File: src/logic/dba_regs.svh
`ifndef DBA_REGS_SVH
`define DBA_REGS_SVH
`define DBA_OFS_ADDR        8'h20
`define DBA_OFS_LOCK        8'h86
`define DBA_PMB_LSB         0
`define DBA_PMB_MSB         6
`define DBA_REG_LSB         8
`define DBA_REG_MSB         14
`define DBA_LOCK_BIT        2
`define DBA_RST_REG_ADDR    7'h10
`define DBA_RST_PMB_ADDR    7'h40
`define DBA_RST_LOCK        1'b1
`define DBA_TEST_ADDR       7'h0a
`define DBA_NUM_PAGES       3'h5
`define DBA_CMD_PAGE        8'h00
`define DBA_IDLE_BYTE       8'hff
`endif

File: src/logic/dba_pkg.sv
package dba_pkg;
  typedef enum logic [2:0] {
    DBA_IDLE  = 3'b000,
    DBA_ADDR  = 3'b001,
    DBA_ACK   = 3'b010,
    DBA_RX    = 3'b011,
    DBA_TX    = 3'b100,
    DBA_TXACK = 3'b101,
    DBA_TXLD  = 3'b110,
    DBA_IGN   = 3'b111
  } dba_state_e;
  typedef logic [6:0] dba_addr_t;
endpackage

File: src/logic/dba_sync.sv
`timescale 1ns/10ps
module dba_sync #(
  parameter int WIDTH = 1
) (
  input  wire logic             mclk,
  input  wire logic             nrst,
  input  wire logic [WIDTH-1:0] din,
  output logic      [WIDTH-1:0] dout
);
  logic [WIDTH-1:0] meta_q;
  genvar i;
  generate
    for (i = 0; i < WIDTH; i++)
    begin : g_bit
      always_ff @(posedge mclk or negedge nrst)
      begin
        if (!nrst)
        begin
          meta_q[i] <= 1'b1;
          dout[i]   <= 1'b1;
        end
        else
        begin
          meta_q[i] <= din[i];
          dout[i]   <= meta_q[i];
        end
      end
    end
  endgenerate
endmodule

File: src/logic/dba_top.sv
`timescale 1ns/10ps
`include "dba_regs.svh"
module dba_top
  import dba_pkg::*;
(
  input  wire logic       mclk,
  input  wire logic       nrst,
  input  wire logic       scl_i,
  input  wire logic       sda_i,
  output logic            sda_o,
  output logic            sda_oe,
  input  wire logic       test_mode,
  output logic [6:0]      reg_addr_q,
  output logic [6:0]      pmb_addr_q,
  output logic            addr_lock_q,
  output logic [2:0]      pmb_page_q,
  output logic [7:0]      pmb_byte_q,
  output logic            pmb_byte_vld_q,
  output logic            pmb_cmd_first_q
);
  logic [2:0] pin_s;
  logic       scl_s;
  logic       sda_s;
  logic       tst_s;
  logic       scl_p;
  logic       sda_p;
  logic       scl_rise;
  logic       scl_fall;
  logic       start_det;
  logic       stop_det;

  dba_sync #(.WIDTH(3)) u_sync (
    .mclk (mclk),
    .nrst (nrst),
    .din  ({test_mode, sda_i, scl_i}),
    .dout (pin_s)
  );
  assign scl_s = pin_s[0];
  assign sda_s = pin_s[1];
  assign tst_s = pin_s[2];

  always_ff @(posedge mclk or negedge nrst)
  begin
    if (!nrst)
    begin
      scl_p <= 1'b1;
      sda_p <= 1'b1;
    end
    else
    begin
      scl_p <= scl_s;
      sda_p <= sda_s;
    end
  end

  assign scl_rise  = scl_s & ~scl_p;
  assign scl_fall  = ~scl_s & scl_p;
  assign start_det = scl_s & scl_p & sda_p & ~sda_s;
  assign stop_det  = scl_s & scl_p & ~sda_p & sda_s;

  // register read mux, reserved bits read as zero
  function automatic logic [15:0] rd_word(input logic [7:0] ptr, input logic [6:0] ra,
                                          input logic [6:0] pa, input logic lk);
    logic [15:0] w;
    w = 16'h0000;
    if (ptr == `DBA_OFS_ADDR)
    begin
      w[`DBA_REG_MSB:`DBA_REG_LSB] = ra;
      w[`DBA_PMB_MSB:`DBA_PMB_LSB] = pa;
    end
    else if (ptr == `DBA_OFS_LOCK)
    begin
      w[`DBA_LOCK_BIT] = lk;
    end
    return w;
  endfunction

  dba_state_e state_q;
  logic [7:0] shift_q;
  logic [3:0] cnt_q;
  logic       rw_q;
  logic       mode_reg_q;
  logic [1:0] idx_q;
  logic       tx_hi_q;
  logic       rx_vld_q;
  logic [7:0] rx_byte_q;
  logic [7:0] ptr_q;
  logic [7:0] lo_q;
  logic       page_cmd_q;
  logic [7:0] tx_byte;
  logic [15:0] rd_val;
  logic [7:0] last_bit;
  logic       hit_reg;
  logic       hit_pmb;

  assign last_bit = {shift_q[6:0], sda_s};
  assign hit_reg = ((reg_addr_q != 7'h00) && (last_bit[7:1] == reg_addr_q))
                 || (tst_s && (last_bit[7:1] == `DBA_TEST_ADDR));
  assign hit_pmb = (pmb_addr_q != 7'h00) && (last_bit[7:1] == pmb_addr_q);
  assign rd_val  = rd_word(ptr_q, reg_addr_q, pmb_addr_q, addr_lock_q);
  assign tx_byte = !mode_reg_q ? `DBA_IDLE_BYTE : (tx_hi_q ? rd_val[15:8] : rd_val[7:0]);
  assign sda_o   = 1'b0;

  // bus engine: samples on scl rise, drives on scl fall
  always_ff @(posedge mclk or negedge nrst)
  begin
    if (!nrst)
    begin
      state_q    <= DBA_IDLE;
      shift_q    <= 8'h00;
      cnt_q      <= 4'h0;
      rw_q       <= 1'b0;
      mode_reg_q <= 1'b0;
      sda_oe     <= 1'b0;
      idx_q      <= 2'h0;
      tx_hi_q    <= 1'b0;
      rx_vld_q   <= 1'b0;
      rx_byte_q  <= 8'h00;
    end
    else
    begin
      rx_vld_q <= 1'b0;
      if (start_det)
      begin
        state_q <= DBA_ADDR;
        cnt_q   <= 4'h0;
        sda_oe  <= 1'b0;
        idx_q   <= 2'h0;
        tx_hi_q <= 1'b0;
      end
      else if (stop_det)
      begin
        state_q <= DBA_IDLE;
        sda_oe  <= 1'b0;
      end
      else
      begin
        unique case (state_q)
          DBA_IDLE, DBA_IGN: sda_oe <= 1'b0;
          DBA_ADDR:
          begin
            if (scl_rise)
            begin
              shift_q <= last_bit;
              cnt_q   <= cnt_q + 4'h1;
              if (cnt_q == 4'h7)
              begin
                rw_q       <= sda_s;
                mode_reg_q <= hit_reg;
                state_q    <= (hit_reg || hit_pmb) ? DBA_ACK : DBA_IGN;
              end
            end
          end
          DBA_ACK:
          begin
            if (scl_fall)
            begin
              if (!sda_oe)
                sda_oe <= 1'b1;
              else if (rw_q)
              begin
                shift_q <= tx_byte;
                sda_oe  <= ~tx_byte[7];
                cnt_q   <= 4'h1;
                state_q <= DBA_TX;
              end
              else
              begin
                sda_oe  <= 1'b0;
                cnt_q   <= 4'h0;
                state_q <= DBA_RX;
              end
            end
          end
          DBA_RX:
          begin
            if (scl_rise)
            begin
              shift_q <= last_bit;
              cnt_q   <= cnt_q + 4'h1;
              if (cnt_q == 4'h7)
              begin
                rx_byte_q <= last_bit;
                rx_vld_q  <= 1'b1;
                state_q   <= DBA_ACK;
              end
            end
          end
          DBA_TX:
          begin
            if (scl_fall)
            begin
              if (cnt_q == 4'h8)
              begin
                sda_oe  <= 1'b0;
                tx_hi_q <= ~tx_hi_q;
                state_q <= DBA_TXACK;
              end
              else
              begin
                sda_oe  <= ~shift_q[6];
                shift_q <= {shift_q[6:0], 1'b0};
                cnt_q   <= cnt_q + 4'h1;
              end
            end
          end
          DBA_TXACK:
          begin
            if (scl_rise)
              state_q <= sda_s ? DBA_IGN : DBA_TXLD;
          end
          DBA_TXLD:
          begin
            if (scl_fall)
            begin
              shift_q <= tx_byte;
              sda_oe  <= ~tx_byte[7];
              cnt_q   <= 4'h1;
              state_q <= DBA_TX;
            end
          end
        endcase
        // the valid pulse lands while the engine already sits in the ack state
        if (rx_vld_q && (idx_q != 2'h3))
          idx_q <= idx_q + 2'h1;
      end
    end
  end

  // register writes: pointer, low byte, high byte commits
  always_ff @(posedge mclk or negedge nrst)
  begin
    if (!nrst)
    begin
      ptr_q       <= 8'h00;
      lo_q        <= 8'h00;
      reg_addr_q  <= `DBA_RST_REG_ADDR;
      pmb_addr_q  <= `DBA_RST_PMB_ADDR;
      addr_lock_q <= `DBA_RST_LOCK;
    end
    else if (rx_vld_q && mode_reg_q)
    begin
      if (idx_q == 2'h0)
        ptr_q <= rx_byte_q;
      else if (idx_q == 2'h1)
        lo_q <= rx_byte_q;
      else if (idx_q == 2'h2)
      begin
        if ((ptr_q == `DBA_OFS_ADDR) && !addr_lock_q)
        begin
          reg_addr_q <= rx_byte_q[`DBA_REG_MSB-8:`DBA_REG_LSB-8];
          pmb_addr_q <= lo_q[`DBA_PMB_MSB:`DBA_PMB_LSB];
        end
        else if (ptr_q == `DBA_OFS_LOCK)
          addr_lock_q <= lo_q[`DBA_LOCK_BIT];
      end
    end
  end

  // command-bus byte stream and page selection
  always_ff @(posedge mclk or negedge nrst)
  begin
    if (!nrst)
    begin
      pmb_byte_q      <= 8'h00;
      pmb_byte_vld_q  <= 1'b0;
      pmb_cmd_first_q <= 1'b0;
      pmb_page_q      <= 3'h0;
      page_cmd_q      <= 1'b0;
    end
    else
    begin
      pmb_byte_vld_q <= rx_vld_q && !mode_reg_q;
      if (rx_vld_q && !mode_reg_q)
      begin
        pmb_byte_q      <= rx_byte_q;
        pmb_cmd_first_q <= (idx_q == 2'h0);
        if (idx_q == 2'h0)
          page_cmd_q <= (rx_byte_q == `DBA_CMD_PAGE);
        else if ((idx_q == 2'h1) && page_cmd_q && (rx_byte_q[7:3] == 5'h00)
                 && (rx_byte_q[2:0] < `DBA_NUM_PAGES))
          pmb_page_q <= rx_byte_q[2:0];
      end
    end
  end
endmodule

File: config.mk
export PLATFORM = sky130hd
export DESIGN_NAME = dba_top
export DESIGN_NICKNAME = d
export VERILOG_FILES = /design/src/logic/dba_pkg.sv /design/src/logic/dba_sync.sv /design/src/logic/dba_top.sv
export VERILOG_INCLUDE_DIRS = /design/src /design/src/logic
export SDC_FILE = /design/constraint.sdc
export NUM_CORES = 1
export LEC_CHECK = 0
export BUFFER_PORTS_ARGS = -buffer_cell sky130_fd_sc_hd__buf_2
export CAP_MARGIN = 25
export CORE_MARGIN = 3
export CORE_UTILIZATION = 50
export DETAILED_ROUTE_END_ITERATION = 7
export PLACE_DENSITY = 0.71
export REMOVE_ABC_BUFFERS = 1
export SLEW_MARGIN = 20
export SYNTH_ARGS = -nofsm -noshare
export SYNTH_HDL_FRONTEND = slang
export SYNTH_SLANG_ARGS = --single-unit
File: constraint.sdc
create_clock -name mclk -period 2.11 [get_ports mclk]
set_input_delay 0.211 -clock mclk [delete_from_list [all_inputs] [get_ports mclk]]
set_output_delay 0.211 -clock mclk [all_outputs]
set_load 0.02 [all_outputs]
# Yosys cells after proc, flatten, opt, wreduce, memory -nomap -nowiden
# Index checks and enable logic that the tools add are counted.
dict set report word_totals {
  register_bits 81
  out_inout_bits 30
  input_bits 5
  elab_cells 198
}
dict set report op_classes {
  mux 63
  eq_ne 41
  reduce_logical 44
  addsub 2
  n_bitwise 19
  magnitude_cmp 1
}
# cell count
set op_table {}
lappend op_table {{two-way mux 7 bit} 9}
lappend op_table {{two-way mux 3 bit} 14}
lappend op_table {{inequality test 4 bit (second input constant)} 10}
lappend op_table {{two-way mux 4 bit} 9}
lappend op_table {{case mux 7 bit (4 select lines)} 1}
lappend op_table {{two-way mux 1 bit} 22}
lappend op_table {{case mux 3 bit (6 select lines)} 1}
lappend op_table {{inequality test 2 bit (second input constant)} 8}
lappend op_table {{case mux 4 bit (4 select lines)} 1}
lappend op_table {{inequality test 3 bit (second input constant)} 5}
lappend op_table {{AND reduction 5 bit} 3}
lappend op_table {{equality test 7 bit} 2}
lappend op_table {{nonzero test 7 bit} 2}
lappend op_table {{equality test 3 bit (second input constant)} 4}
lappend op_table {{NOT 1 bit} 12}
lappend op_table {{AND reduction 11 bit} 1}
lappend op_table {{logical AND 1 bit} 10}
lappend op_table {{AND reduction 10 bit} 1}
lappend op_table {{equality test 8 x 6 -> 1 bit (second input constant)} 1}
lappend op_table {{equality test 8 bit (second input constant)} 1}
lappend op_table {{logical NOT 8 bit} 1}
lappend op_table {{two-way mux 2 bit} 4}
lappend op_table {{two-way mux 8 bit} 1}
lappend op_table {{AND reduction 4 bit} 2}
lappend op_table {{29 further kinds} 45}

# Logic depth before layout (Yosys ltp)
# Gate-level depths: netlist of the first run.
dict set report logic_depth {
  word_depth 12
  ltp_mapped 8
  ltp_nobuf 7
}

# Modules after synthesis
# Synthesis of the first run repeated with hierarchy kept, for this count alone.
dict set report hier_totals {
  hier_cells 358
  area_unflattened_um2 3925.0
}
# module n_inst cells_per_inst area_per_inst_um2
set by_module_without_submodules {}
lappend by_module_without_submodules {dba_top 1 352 3767.4}
lappend by_module_without_submodules {dba_sync 1 6 157.7}

# Least setup slack after synthesis of the first run
# Ideal clock, no wire load.
dict set report synth_path {
  path_kind {register to register}
  from {register scl_p}
  to {register shift_q[0]}
  stages_incl_launch_ff 7
  t_arrival_ps 1882
  setup_slack_ps 102
  n_path_buf 1
  required_time_ps 1985
  setup_time_ps 125
  path_cell_list {dfstp_2 -> nand2b_4 -> or3_1 -> o22a_4 -> a311o_1 -> buf_6 -> mux2_4}
}
dict set report synth_between {
  elab_chain_cells 5
  elab_cells_between_ends 15
}
# element line
set synth_rtl {}
lappend synth_rtl {{start, declared} dba_top.sv:25} ;# logic scl_p;
lappend synth_rtl {{start signal, assigned} dba_top.sv:51} ;# scl_p <= scl_s;
lappend synth_rtl {{bitwise AND 1 bit} {dba_top.sv:58, dba_top.sv:59}}
lappend synth_rtl {{bitwise AND 1 bit (on tied branches) (2 in a row)} {dba_top.sv:59, dba_top.sv:58}}
lappend synth_rtl {{NOT 1 bit (no line)} --}
lappend synth_rtl {{AND reduction 10 bit (no line) (*)} --}
lappend synth_rtl {{end signal, assigned} dba_top.sv:144} ;# shift_q <= last_bit;
lappend synth_rtl {{end signal, assigned} dba_top.sv:162} ;# shift_q <= tx_byte;
lappend synth_rtl {{end signal, assigned} dba_top.sv:179} ;# shift_q <= last_bit;
lappend synth_rtl {{end, declared} dba_top.sv:79} ;# logic [7:0] shift_q;
# Mark *: on every way between the ends. The rest lies on a longest branch, timed or not.
# A chain may end at the register's enable or synchronous reset.

# Worst setup path in the final report of the first run
dict set report layout_path {
  from {register scl_p}
  to {register shift_q[4]}
}
# The elaborated chain is that of the path after synthesis.

==> impl_metrics.tcl, run 1 <==
set metrics [dict create \
    worstReg2RegEnd "shift_q[4]$_DFFE_PN0P_" \
    start_kind "flop" \
    synth_cells 357 \
    worstPathMaxFanout 9 \
    syn_area_per_cell_um2 11.1 \
    cts_tree "built" \
    die_h_um 94.9 \
    fin_worst_skew_ns 0.0154 \
    area_growth_syn_to_layout_pct 17.0 \
    period_share_pct 95.3 \
    drv_slew 0 \
    nets 423 \
    dr_wl_met2_um 4120 \
    dr.pass1.iters 4 \
    path_depth 6 \
    finalWirelength_um 8780 \
    pwr_density_cell_nw_per_um2 909 \
    required_ns 2.33 \
    ys_seq_area_share_pct 51.6 \
    nFillCells 637 \
    drcViolationCount 0 \
    timing_hold_violations_final 0 \
    dieWidth_um 94.9 \
    dp_hpwl_um 6330 \
    critPathBufInv 1 \
    grt_use_total_pct 21.2 \
    std_cell_rows 31 \
    dp_slack_ns 0.113 \
    routed-via-count 2878 \
    dieArea_um2 9010 \
    globalplace.congestion 0.868 \
    drive_above_1_share_pct 31.4 \
    status "completed" \
    cts-htree-levels 3 \
    crit_family "flip-flops" \
    setup.worst_path.class "flop to flop" \
    grt_pass1_wl_um 14700 \
    async_reset_ff_share_pct 100 \
    rr_worst_depth 6 \
    grt_pass1_vias 2850 \
    clock_latency_ns 0.35 \
    worstHoldPathType "input port to asynchronous set/reset pin" \
    diodes 0 \
    place_area_um2 4370 \
    slowest_stage "dfstp_2" \
    max_freq_mhz 497 \
    routed.top_layer "met4" \
    total_power_uw 4200 \
    setup_violations 0 \
    drtAntennaViolNets 0 \
    path_clk_slew_ns 0.09 \
    core-area_um2 7450 \
    worstPathArrival_ns 2.24 \
    synth_edf_count 0 \
    design_area_um2 4630 \
    p_leak_uw 0.00230 \
    yosys_warnings 0 \
    r2r_slack_ns 0.1 \
    via_per_inst 5.58 \
    ys_ff_latch 81 \
    initial_core_util_pct 53.1 \
    fin_hold_ws_ns 0.347 \
    wl_per_cell_um 17.0 \
    antenna_found_initial 0 \
    cap_violations 0 \
    grt_max_degree 36 \
    r2r_start "scl_p$_DFF_PN1_" \
    path_cells "nand2b_4 > or3_1 > o22a_4 > a311o_1 > buf_4 > mux2i_1" \
    io_buffers 33 \
    setup_tns_ns 0 \
    cts_buffers 9 \
    drt-initial-drc-count 221 \
    root_buffer "clkbuf_8" \
    netlist_area_um2 3960 \
    synth.distinct_cells 53 \
    end_kind "flop" \
    io_pins 35 \
    overflow 0 \
    met3WireLength_um 390 \
    crit_start "scl_p$_DFF_PN1_" \
    vdd_drop_max_uv 519 \
    period_needed_ns 2.01 \
    rsz0062_at_grt "false" \
    crit_path_end "shift_q[4]$_DFFE_PN0P_" \
    cts_sinks 81 \
    wl_met1_um 4170 \
    fin_ws_ns 0.0988 \
    clock_tree.buffer_depth 2 \
    cpPeakStageDelay_ns 0.58 \
    yosys_most_used_dff "dfrtp_1" \
]
==> cell families after synthesis <==
logic type | Yosys count | share of synthesized area, %
adder cells (fa/ha/maj) | 6 | 1.90
other | 1 | 0.0948
AND/OR/NAND/NOR | 105 | 14.0
multiplexers | 55 | 15.3
AO/OA/AOI/OAI | 60 | 9.71
XOR/XNOR | 17 | 3.76
flip-flops | 81 | 51.6
buffers and inverters | 32 | 3.57
==> cells in the final DEF, fill, tap and decap left out, types with 3 or more instances in the layout <==
cell type,netlist,layout
buf_4,1,20
nor4_1,6,6
o22ai_1,5,5
xor2_1,15,15
a21oi_1,10,10
mux2i_1,13,13
inv_1,17,17
clkbuf_8,0,9
mux2_2,41,41
o211ai_1,6,6
and2_1,3,3
buf_12,0,3
nor3_1,6,6
nand2b_1,6,6
nand2_1,37,37
o21ai_0,22,22
dfrtp_1,70,70
nor2_1,17,17
dlygate4sd3_1,0,4
buf_2,2,32
dfstp_2,11,11
a211oi_1,3,3
ha_1,6,6
nand3_1,12,12
==> how the worst min path moves through the flow <==
stage                               startpoint  cells after the start                  endpoint  slack, ns
floorplan                                 nrst                      0      cnt_q[0]$_DFFE_PN0P_      -0.08
global placement                          nrst                      1      cnt_q[1]$_DFFE_PN0P_       0.19
detailed placement                        nrst                      1      cnt_q[1]$_DFFE_PN0P_       0.20
CTS                                       nrst                      2      cnt_q[1]$_DFFE_PN0P_       0.36
global route        u_sync.meta_q[0]$_DFF_PN1_                      0  u_sync.dout[0]$_DFF_PN1_       0.36
finish                                    nrst                      2        sda_oe$_DFFE_PN0P_       0.35
==> flip-flops by register name, indices dropped and copies added (netlist names), 2 cells and up <==
name	flops
pmb_page_q	3
lo_q	7
u_sync.dout	3
cnt_q	4
idx_q	2
u_sync.meta_q	3
rx_byte_q	8
reg_addr_q	7
shift_q	7
ptr_q	8
pmb_byte_q	8
state_q	3
pmb_addr_q	7
==> per-stage QoR <==
stage / cells / utilization (%)
after CTS: 516 / 62.0
after detailed placement: 496 / 58.7
after floorplan: 342 / -
after global placement: 496 / 58.7
final: 516 / 62.1
after global routing: 516 / 62.1
==> final cells by class <==
cell class                      instances  area, µm²  area share (%)
Clock buffer                            9        124            2.68
Clock inverter                          7       83.8            1.81
Inverter                               17       63.8            1.38
Multi-Input combinational cell        244       1780            38.5
Sequential cell                        81       2040            44.1
Tap cell                               99        124            2.68
Timing Repair Buffer                   59        410            8.87
==> per-layer routing <==
metal	GRT usage, %	up-vias
li1	-	1376
met1	30.4	1421
met2	32.8	66
met3	4.86	15
met4	5.05	0
met5	0	-
==> cells in the mapped netlist (2+ instances only) <==
library cell,n,area (µm²)
mux2_2,41,462
nand2b_1,6,37.5
nor4_1,6,37.5
a21oi_1,10,50.1
inv_1,17,63.8
mux2i_1,13,130
a31oi_1,2,12.5
and4b_1,2,20.0
a211oi_1,3,22.5
dfstp_2,11,289
clkbuf_1,10,37.5
a22oi_1,2,15.0
nor3_1,6,30.0
nand2_1,37,139
o22ai_1,5,31.3
o211ai_1,6,45.0
o21a_1,2,15.0
dfrtp_1,70,1750
buf_2,2,10.0
xnor2_1,2,17.5
or4_1,2,15.0
o21ai_0,22,110
nand3_1,12,60.1
buf_6,2,22.5
and2_1,3,18.8
ha_1,6,75.1
xor2_1,15,131
nor2_1,17,63.8
==> power breakdown <==
| group | switching (µW) | internal [µW] |
|---|---|---|
| Combinational | 584 | 491 |
| Sequential | 248 | 1700 |
| Clock | 609 | 572 |
| Total | 1440 | 2760 |
==> repair_timing <==
action,in CTS,in global routing
hold buffers,4,0
setup buffers,0,0
endpoints found under the hold margin,30,0
gates resized for setup,0,1
setup endpoints to repair,0,6
No activity file was read; power rests on OpenSTA's default activity.
==> inputs of run 2 (changes only) <==
--- a/config.mk
+++ b/config.mk
@@ -11,6 +11,7 @@
 export CORE_MARGIN = 3
 export CORE_UTILIZATION = 50
 export DETAILED_ROUTE_END_ITERATION = 7
+export GPL_TIMING_DRIVEN = 0
 export PLACE_DENSITY = 0.71
 export REMOVE_ABC_BUFFERS = 1
 export SLEW_MARGIN = 20
==> impl_metrics.tcl, run 2 (synthesis gave the netlist of run 1 again) <==
set metrics [dict create \
    dieArea_um2 9010 \
    fin_worst_skew_ns 0.00908 \
    clock_tree.buffer_depth 2 \
    routed-via-count 2819 \
    worstHoldPathType "input port to asynchronous set/reset pin" \
    worstPathArrival_ns 2.32 \
    r2r_start "scl_p$_DFF_PN1_" \
    drt-initial-drc-count 81 \
    vdd_drop_max_uv 457 \
    dp_hpwl_um 5680 \
    std_cell_rows 31 \
    final_common_cell "dfrtp_1" \
    setup.worst_path.class "flop to flop" \
    timing_hold_violations_final 0 \
    clock_latency_ns 0.36 \
    antenna_found_initial 0 \
    io_buffers 33 \
    drive_above_1_share_pct 31.3 \
    core-area_um2 7450 \
    finalWirelength_um 8310 \
    total_power_uw 4140 \
    start_kind "flop" \
    nFillCells 623 \
    globalplace.congestion 0.887 \
    root_buffer "clkbuf_8" \
    area_growth_syn_to_layout_pct 15.2 \
    period_needed_ns 2.07 \
    path_clk_slew_ns 0.09 \
    dieWidth_um 94.9 \
    period_share_pct 98.3 \
    cts_tree "built" \
    p_leak_uw 0.00224 \
    grt_max_degree 60 \
    fin_hold_ws_ns 0.287 \
    setup_violations 0 \
    via_per_inst 5.62 \
    pwr_density_cell_nw_per_um2 908 \
    timing_worst_slew_pin_value_ns 0.576 \
    slew_headroom_pct 61.6 \
    cts-htree-levels 3 \
    most-common-layout-cells "dfrtp_1 (66), mux2_2 (41), nand2_1 (36)" \
    dr.pass1.iters 4 \
    cap_violations 0 \
    required_ns 2.36 \
    overflow 0 \
    max_freq_mhz 482 \
    wl_per_cell_um 16.5 \
    end_kind "flop" \
    grt_pass1_vias 2765 \
    diodes 0 \
    worstPathMaxFanout 9 \
    initial_core_util_pct 53.1 \
    rr_worst_depth 5 \
    io_pins 35 \
    drv_slew 0 \
    nets 409 \
    grt_use_total_pct 19.9 \
    largestRegisters "pmb_byte_q (8), ptr_q (8), rx_byte_q (8)" \
    die_h_um 94.9 \
    status "completed" \
    cts_sinks 81 \
    drtAntennaViolNets 0 \
    grt_pass1_wl_um 13700 \
    cts_buffers 9 \
    drcViolationCount 0 \
    crit_start "scl_p$_DFF_PN1_" \
]
## run 2: cell count changes in the layout (fill, tap and decap cells not counted), sizes merged
| cell | change |
|---|---|
| clkinv | -1 |
| buf | -14 |
| inv | +1 |
## run 2: layout make-up
type                    count  area [µm²]  share of cell area, %
repair buffers             45         298                   6.54
well taps                  99         124                   2.72
multi-input cells         244        1810                   39.6
inverters                  17        63.8                   1.40
clock buffers               9         124                   2.72
clock inverters             7        95.1                   2.09
flip-flops and latches     81        2050                   44.9
## run 2: power by group
group          leakage (µW)  total [µW]  switching [µW]  internal, µW
sequential          0.00105        2030             323          1710
combinational       0.00108         887             472           415
clock              0.000111        1220             638           585
## run 2: worst paths after layout
path                                              to  slack (ns)
min in group mclk           u_sync.dout[0]$_DFF_PN1_        0.36
max reg2reg                   shift_q[0]$_DFFE_PN0P_        0.04
max                           shift_q[0]$_DFFE_PN0P_        0.04
max in group asynchronous  reg_addr_q[4]$_DFFE_PN1P_        1.19
min                             idx_q[0]$_DFFE_PN0P_        0.29
min reg2reg                 u_sync.dout[0]$_DFF_PN1_        0.36
## run 2: what timing repair did
action	4_1_cts	5_1_grt
setup endpoints to repair	28	24
pin swaps	2	1
cloned	0	0
gates resized for setup	9	3
hold buffers	4	0
setup buffers	3	4
endpoints found under the hold margin	19	0
## run 2: routing by layer
layer | GRT usage [%] | wire length, µm | vias up | part of all wire, %
li1 | - | - | 1347 | -
met3 | 4.22 | 371 | 7 | 4.5
met2 | 30.7 | 3840 | 56 | 46
met1 | 28.1 | 4010 | 1409 | 48
met4 | 6.61 | 77 | 0 | 0.93
met5 | 0 | 0 | - | 0
## run 2: stage by stage
step | setup slack (ns) | util [%] | cell area [µm²] | TNS, ns | std cells
6_report | 0.0357 | 61.2 | 4560 | 0 | 502
2_1_floorplan | -0.00408 | - | 3880 | -0.0490 | 342
3_5_place_dp | -0.483 | 56.4 | 4200 | -8.44 | 475
5_1_grt | -0.00951 | 61.2 | 4560 | -0.0180 | 502
4_1_cts | 0.00610 | 60.7 | 4520 | 0 | 498
3_3_place_gp | -0.454 | 55.9 | 4170 | -8.02 | 474
## run 2: critical path: stages (launching register included)
cell and delay (ns):
dfstp_2 0.57, nand2b_4 0.07, or3_1 0.36, o22a_4 0.23
a311o_2 0.42, mux2_4 0.31
